==> src/dmbsd_params.svh <==
// Address map constants, field positions and reset values for the data memory decoder.
`ifndef DMBSD_PARAMS_SVH
`define DMBSD_PARAMS_SVH
`define DMBSD_SP_ADDR 8'h81
`define DMBSD_PSW_ADDR 8'hd0
`define DMBSD_SP_RESET 8'h07
`define DMBSD_PSW_RESET 8'h00
`define DMBSD_RS0_BIT 3
`define DMBSD_RS1_BIT 4
`define DMBSD_BITAREA_BASE 8'h20
`define DMBSD_SFR_BASE 8'h80
`define DMBSD_BANK_SHIFT 3
`endif

==> src/dmbsd_pkg.sv <==
// Types shared by the data memory decoder files.
package dmbsd_pkg;
  // Addressing mode of an access, one-hot.
  typedef enum logic [3:0] {
    DMBSD_MODE_REG = 4'h1,
    DMBSD_MODE_DIRECT = 4'h2,
    DMBSD_MODE_INDIRECT = 4'h4,
    DMBSD_MODE_BIT = 4'h8
  } dmbsd_mode_t;

  // Operation on the stack pointer.
  typedef enum logic [2:0] {
    DMBSD_STK_NONE = 3'h1,
    DMBSD_STK_PUSH = 3'h2,
    DMBSD_STK_POP = 3'h4
  } dmbsd_stk_t;

  // One access request from the execution unit.
  typedef struct packed {
    logic valid;
    logic write;
    dmbsd_mode_t mode;
    dmbsd_stk_t stk;
    logic [7:0] addr;
    logic [2:0] reg_num;
    logic [7:0] wdata;
    logic wbit;
  } dmbsd_req_t;
endpackage : dmbsd_pkg

==> src/dmbsd_ram.sv <==
// Internal data RAM with upper and lower halves in one 256-byte array.
`timescale 1ns/1ps
module dmbsd_ram #(
  parameter int DEPTH = 256
) (
  // Clock.
  input wire logic core_clk,
  // Port.
  input wire logic we,
  input wire logic [7:0] waddr,
  input wire logic [7:0] wdata,
  input wire logic [7:0] raddr,
  output logic [7:0] rdata,
  // Index register fetch port.
  input wire logic [7:0] paddr,
  output logic [7:0] pdata
);
  initial begin
    if (DEPTH != 256) begin
      $error("dmbsd_ram needs DEPTH of 256");
    end
  end

  logic [7:0] mem [DEPTH];

  // Write port; contents are not reset, as in any data RAM.
  always_ff @(posedge core_clk) begin
    if (we) begin
      mem[waddr] <= wdata;
    end
  end

  // Asynchronous read lets the core do read-modify-write in one cycle.
  assign rdata = mem[raddr];

  // Second asynchronous read, so an indirect access can fetch its pointer and its target in one cycle.
  assign pdata = mem[paddr];
endmodule : dmbsd_ram

==> src/dmbsd_top.sv <==
// Data memory bank, bit, stack and special register decoder.
`timescale 1ns/1ps
`include "dmbsd_params.svh"
module dmbsd_top (
  // Clock and reset.
  input wire logic core_clk,
  input wire logic arst_n,
  // Access request from the execution unit.
  input wire dmbsd_pkg::dmbsd_req_t req,
  // Outside special register space.
  output logic ext_sfr_sel,
  output logic ext_sfr_we,
  output logic [7:0] ext_sfr_addr,
  output logic [7:0] ext_sfr_wdata,
  input wire logic [7:0] ext_sfr_rdata,
  // Answer.
  output logic [7:0] rdata_q,
  output logic rbit_q,
  output logic [7:0] stack_pointer_q,
  output logic [7:0] program_status_word_q,
  output logic [1:0] active_bank
);
  logic [7:0] eff_addr;
  logic is_sfr;
  logic bit_mode;
  logic [2:0] bit_pos;
  logic [7:0] ram_raddr;
  logic [7:0] ram_rdata;
  logic [7:0] ptr_addr;
  logic [7:0] ptr_data;
  logic [7:0] ram_waddr;
  logic ram_we;
  logic [7:0] cur_byte;
  logic [7:0] new_byte;
  logic [7:0] stack_pointer_d;
  logic [7:0] program_status_word_d;

  // ------------------------------------------------------------
  // Address decode
  // ------------------------------------------------------------

  // Active bank from the two select bits.
  assign active_bank = {program_status_word_q[`DMBSD_RS1_BIT], program_status_word_q[`DMBSD_RS0_BIT]};

  // Index register address, looked up first so indirect modes can use it.
  // It has a read port of its own on the RAM; sharing the main port would make the
  // target address depend on the data read at that same address, a combinational loop.
  assign ptr_addr = {3'h0, active_bank, 2'h0, req.reg_num[0]};

  // Bit-or-byte comes only from the mode, never the address.
  assign bit_mode = (req.mode == dmbsd_pkg::DMBSD_MODE_BIT);
  assign bit_pos = req.addr[2:0];

  // Effective byte address and space choice per mode.
  always_comb begin
    eff_addr = 8'h00;
    is_sfr = 1'b0;
    unique case (req.mode)
      dmbsd_pkg::DMBSD_MODE_REG: begin
        eff_addr = {3'h0, active_bank, req.reg_num};
      end
      dmbsd_pkg::DMBSD_MODE_DIRECT: begin
        eff_addr = req.addr;
        is_sfr = req.addr[7];
      end
      dmbsd_pkg::DMBSD_MODE_INDIRECT: begin
        // The upper half of the RAM is reachable this way and through stack operations.
        // Direct addresses above 0x7f never land in RAM.
        eff_addr = ptr_data;
        is_sfr = 1'b0;
      end
      dmbsd_pkg::DMBSD_MODE_BIT: begin
        if (req.addr[7]) begin
          eff_addr = {req.addr[7:3], 3'h0};
          is_sfr = 1'b1;
        end else begin
          eff_addr = `DMBSD_BITAREA_BASE + {4'h0, req.addr[6:3]};
        end
      end
      default: begin
        eff_addr = 8'h00;
      end
    endcase
    // Stack operations address the full RAM through the pointer.
    if (req.stk == dmbsd_pkg::DMBSD_STK_PUSH) begin
      eff_addr = stack_pointer_q + 8'h01;
      is_sfr = 1'b0;
    end else if (req.stk == dmbsd_pkg::DMBSD_STK_POP) begin
      eff_addr = stack_pointer_q;
      is_sfr = 1'b0;
    end
  end

  // The main RAM read port always serves the effective address.
  // Bit writes to the bit area use it for their read-modify-write.
  assign ram_raddr = eff_addr;

  // The pointer port keeps the index fetch apart from the data read.
  dmbsd_ram #(
    .DEPTH(256)
  ) u_ram (
    .core_clk(core_clk),
    .we(ram_we),
    .waddr(ram_waddr),
    .wdata(new_byte),
    .raddr(ram_raddr),
    .rdata(ram_rdata),
    .paddr(ptr_addr),
    .pdata(ptr_data)
  );

  // ------------------------------------------------------------
  // Data path
  // ------------------------------------------------------------

  // Current byte from the chosen space; local registers win over the outside.
  always_comb begin
    cur_byte = 8'h00;
    if (is_sfr) begin
      if (eff_addr == `DMBSD_SP_ADDR) begin
        cur_byte = stack_pointer_q;
      end else if (eff_addr == `DMBSD_PSW_ADDR) begin
        cur_byte = program_status_word_q;
      end else begin
        cur_byte = ext_sfr_rdata;
      end
    end else begin
      cur_byte = ram_rdata;
    end
  end

  // Bit writes merge one bit into the byte; byte writes replace it.
  always_comb begin
    new_byte = req.wdata;
    if (bit_mode) begin
      new_byte = cur_byte;
      new_byte[bit_pos] = req.wbit;
    end
  end

  // Every write outside the special register space lands in RAM at the effective address.
  // Indirect writes need no extra cycle, since the pointer comes from its own port.
  // A write through an index register to the index register itself is allowed; the new value counts next cycle.
  assign ram_we = req.valid && req.write && !is_sfr;
  assign ram_waddr = eff_addr;

  // Outside special register strobes, excluding the two held here.
  assign ext_sfr_sel = req.valid && is_sfr && eff_addr != `DMBSD_SP_ADDR && eff_addr != `DMBSD_PSW_ADDR;
  assign ext_sfr_we = ext_sfr_sel && req.write;
  assign ext_sfr_addr = eff_addr;
  assign ext_sfr_wdata = new_byte;

  // ------------------------------------------------------------
  // Registers
  // ------------------------------------------------------------

  // Stack pointer: push pre-increments, pop post-decrements, direct write loads.
  // Limitation: the pointer wraps from 0xff to 0x00 with no guard, so an overflowing stack
  // silently overwrites bank zero; software must size the stack.
  always_comb begin
    stack_pointer_d = stack_pointer_q;
    if (req.valid && req.stk == dmbsd_pkg::DMBSD_STK_PUSH) begin
      stack_pointer_d = stack_pointer_q + 8'h01;
    end else if (req.valid && req.stk == dmbsd_pkg::DMBSD_STK_POP) begin
      stack_pointer_d = stack_pointer_q - 8'h01;
    end else if (req.valid && req.write && is_sfr && eff_addr == `DMBSD_SP_ADDR) begin
      stack_pointer_d = new_byte;
    end
  end

  always_ff @(posedge core_clk or negedge arst_n) begin
    if (!arst_n) begin
      stack_pointer_q <= `DMBSD_SP_RESET;
    end else begin
      stack_pointer_q <= stack_pointer_d;
    end
  end

  // Status word written as a byte or a bit; flags come from outside writes.
  assign program_status_word_d = (req.valid && req.write && is_sfr && eff_addr == `DMBSD_PSW_ADDR) ?
      new_byte : program_status_word_q;

  always_ff @(posedge core_clk or negedge arst_n) begin
    if (!arst_n) begin
      program_status_word_q <= `DMBSD_PSW_RESET;
    end else begin
      program_status_word_q <= program_status_word_d;
    end
  end

  // Registered answer so the data outputs come from flip-flops.
  // The bit output is only meaningful after a bit-mode read; a byte read updates it too.
  always_ff @(posedge core_clk or negedge arst_n) begin
    if (!arst_n) begin
      rdata_q <= 8'h00;
      rbit_q <= 1'b0;
    end else if (req.valid && !req.write) begin
      rdata_q <= cur_byte;
      rbit_q <= cur_byte[bit_pos];
    end
  end
endmodule : dmbsd_top

==> config.mk <==
export PLATFORM = sky130hd
export DESIGN_NAME = dmbsd_top
export DESIGN_NICKNAME = d
export VERILOG_FILES = /design/src/dmbsd_pkg.sv /design/src/dmbsd_ram.sv /design/src/dmbsd_top.sv
export VERILOG_INCLUDE_DIRS = /design/src
export SDC_FILE = /design/constraint.sdc
export NUM_CORES = 2
export LEC_CHECK = 0
export ABC_AREA = 0
export BUFFER_PORTS_ARGS = -buffer_cell sky130_fd_sc_hd__buf_2
export CORE_AREA = 2 2 474 476
export CTS_BUF_LIST = sky130_fd_sc_hd__clkbuf_4 sky130_fd_sc_hd__clkbuf_8 sky130_fd_sc_hd__clkbuf_16
export DETAILED_ROUTE_END_ITERATION = 12
export DIE_AREA = 0 0 476 478
export PLACE_DENSITY = 0.6
export SYNTH_ARGS = -nofsm -noshare
export SYNTH_HDL_FRONTEND = slang
export SYNTH_HIERARCHICAL = 1
export SYNTH_SLANG_ARGS = --single-unit
export TNS_END_PERCENT = 5
==> constraint.sdc <==
create_clock -name core_clk -period 33.5 [get_ports core_clk]
set_input_delay 1.675 -clock core_clk [delete_from_list [all_inputs] [get_ports core_clk]]
set_output_delay 1.675 -clock core_clk [all_outputs]
set_load 0.1 [all_outputs]
==> flow_summary.toml <==
[final_layout]
multiInputGateArea_sq_um = 34700
drive_above_1_share_pct = 32.4
post-route-util_pct = 49.1
fill_cells = 18100
area_growth_pct = 10.2
final_nets = 5340
regArea_sq_um = 62100

[detailed_routing]
vias_per_cell = 6.92
drtPass1Iterations = 6
wl_mm = 324
drc = 0
route.antenna.remaining_nets = 0
drt-initial-drc-count = 9266
vias = 58700
wire_per_inst_um = 38.2

[sta]
setup_tns_ns = 0
fin_crit_sh_pct = 38.7
whs_ns = 0.514
maxSlewViolCount = 434
worst_pin_slew_ns = 3.23
relSlewSlack_pct = -115
rsz0062_at_grt = "no"
skew_ns = 0.0598
fmax_mhz = 77.2
setup_viol = 0
hold_violations = 0
period_minus_slack_ns = 12.96

[setup_path]
path_max_fanout = 60
reg2reg_to = "u_ram/mem[71][7]"
crit_required_ns = 31.82
cp-start-kind = "primary input"
r2r_slack_ns = 22.16
worst_ep_arrival_time_ns = 11.29
endpoint_kind = "output port"
r2r_cells = 25
reg2reg_from = "program_status_word_q[3]"
crit_type = "primary input to output port"

[yosys]
yosys.cell_types.count = 88
yosysWarnings = 6
syn_area_sq_um = 99500
synthFlopType = "edfxtp_1"
yosysSeqAreaShare_pct = 62.5
synth_edf_count = 2048
synth_top_area_share_pct = 61.8
synthTopCellsByArea = "edfxtp_1, mux4_2, mux2i_1"
synth_async_sr_flop_share_pct = 1.21
synth_cells = 5221
syn_avg_cell_area_sq_um = 19.0
yosys.area.top_type = "edfxtp_1"
ys_seq_elements = 2073

[clocking]
postCtsResizedCells = 0
cts-buffers-inserted = 216
cts_sinks = 2073
post_cts_buffers = 0
clock_latency_ns = 0.90
htreeDepth = 4
clk_pin_slew_ns = 0.07
cts_tree = "yes"
root_buffer = "clkbuf_16"
hold_buffers = 0
clockBufferDepth = 3

[global_routing]
grt-ovfl-total = 0
grt_pass1_vias = 57000
grt_first_pass_wirelength_mm = 451
track_usage_pct = 28.3
grt_max_degree = 452
antenna_found_initial = 19

[power]
p_leak_nw = 33.7
power.density_nw_per_um2 = 56.6
ir_drop_uv = 57.4
total_power_mw = 6.21

[run_status]
outcome = "finished with violations"
violations = "capacitance limit, slew limit"

[place]
portBuffers = 83
gp_congestion = 0.933
dp_hpwl_mm = 205

[floorplan]
floorplan.rows = 174
die_y_um = 478
io_pins = 84
coreArea_sq_um = 223000
dieWidth_um = 476
start_util_pct = 44.6
die_area_sq_um = 228000

[min_path]
hold_depth = 1
hold_class = "flop to flop"
hold_path_end = "rdata_q[6]"
min_from = "rdata_q[6]"

[job]
maxCapViolCount = 1
-- metrics by stage --
step                      setup WS, ns  instance area (sq um)  cells
final                            20.54                 110000   8483
after global routing             20.35                 110000   8475
after CTS                        20.60                 110000   8472
after detailed placement         20.63                 103000   8073
after global placement           20.68                 103000   8073
after floorplan                  15.27                  99500   5231
-- power breakdown --
part / total (mW) / internal, mW / switching [mW]
combinational: 0.930 / 0.321 / 0.609
sequential: 2.90 / 2.88 / 0.0170
clock: 2.38 / 1.35 / 1.03
total: 6.21 / 4.55 / 1.66
-- how the worst max path moves through the flow --
stage	start	endpoint	slack, ns	cells after the start
6_report	req[9]	ext_sfr_wdata[5]	20.54	23
5_1_grt	req[9]	ext_sfr_wdata[7]	20.35	25
4_1_cts	req[9]	ext_sfr_wdata[7]	20.60	25
3_5_place_dp	req[9]	ext_sfr_wdata[7]	20.63	23
3_3_place_gp	req[9]	ext_sfr_wdata[7]	20.68	23
2_1_floorplan	req[9]	u_ram/mem[0][2]	15.27	23
-- Yosys cell counts (11+ instances only) --
| cell type | n |
|---|---|
| a221oi_1 | 32 |
| mux4_2 | 1052 |
| a22oi_1 | 67 |
| a21oi_1 | 101 |
| buf_8 | 35 |
| and2_1 | 18 |
| inv_1 | 11 |
| nand2_1 | 163 |
| nor2_1 | 339 |
| clkbuf_1 | 153 |
| a211oi_1 | 30 |
| a31oi_1 | 19 |
| buf_1 | 25 |
| nand3_1 | 72 |
| a221o_1 | 14 |
| mux2i_1 | 240 |
| buf_4 | 45 |
| buf_6 | 45 |
| o31ai_1 | 16 |
| dfrtp_1 | 22 |
| nand2b_1 | 17 |
| a22o_1 | 25 |
| buf_2 | 114 |
| o21ai_0 | 62 |
| o22ai_1 | 52 |
| nor3_1 | 27 |
| o221ai_1 | 66 |
| nand4_1 | 16 |
| o211ai_1 | 19 |
| edfxtp_1 | 2048 |
| nor2b_1 | 34 |
| mux2_2 | 44 |
| and3b_1 | 11 |
-- state kept, by name (all words and copies together) (netlist names) --
register and cells:
rdata_q 8, rbit_q 1, u_ram/mem 2048, program_status_word_q 8, stack_pointer_q 8
-- final cells by class --
class | count | area share (%)
Antenna cell | 11 | 0.0251
Clock buffer | 274 | 5.39
Clock inverter | 125 | 0.971
Inverter | 15 | 0.0616
Multi-Input combinational cell | 2718 | 31.7
Sequential cell | 2073 | 56.7
Tap cell | 2992 | 3.42
Timing Repair Buffer | 275 | 1.77
-- logic make-up (layout without fill, tap and decap cells) --
kind of cell               Yosys count  count (layout)  share of synthesized area (%)
xor gates and xnor gates             9               9                         0.0793
buffers and inverters              440             689                           2.84
other                                1              22                        0.00377
adders and majority gates            2               2                         0.0252
DFF                               2073            2073                           62.5
muxes                             1337            1337                           26.7
AOI/OAI and AO/OA                  595             595                           4.32
and+or+nand+nor                    764             764                           3.52
-- layer usage --
| metal | track usage [%] | vias to the layer above | wire length (um) |
|---|---|---|---|
| met4 | 10.6 | 20 | 12800 |
| met3 | 7.15 | 576 | 37600 |
| met5 | 0 | - | 170 |
| li1 | - | 22600 | - |
| met1 | 41.2 | 31700 | 128000 |
| met2 | 41.3 | 3731 | 145000 |
-- critical path: stages --
cell,delay [ns]
buf_8,0.31
mux4_2,0.34
mux4_2,0.33
a22oi_1,0.10
a32o_1,0.24
a221oi_2,0.30
a21oi_1,0.13
o311ai_0,0.15
a22o_4,0.62
buf_4,0.73
buf_4,0.72
buf_4,0.64
buf_4,0.84
mux4_2,0.35
mux4_2,0.32
nand2_1,0.15
o31ai_1,0.10
o32ai_1,0.27
nor3_1,0.92
nand2_1,0.20
a31o_1,0.33
nand2_4,0.59
buf_2,0.57
-- layout by cell type (no fill, tap or decap), types with 13 or more instances in the layout --
cell       count
bufinv_16     13
a31oi_1       18
o22ai_1       52
and2_1        18
a22oi_1       67
nand2_1      159
nand3_1       72
nor3_1        26
o31ai_1       16
clkinv_2      38
clkbuf_16    218
a221oi_1      32
a211oi_1      30
buf_2         82
clkbuf_4      50
nand2b_1      16
edfxtp_1    2048
a22o_1        24
mux4_2      1052
mux2i_1      240
nor2_1       333
mux2_2        44
a21oi_1       99
buf_4        186
dfrtp_1       20
a221o_1       14
nand4_1       16
nor2b_1       34
o21ai_0       60
clkinv_1      51
o211ai_1      19
o221ai_1      66
No activity file was read; power rests on OpenSTA's default activity.
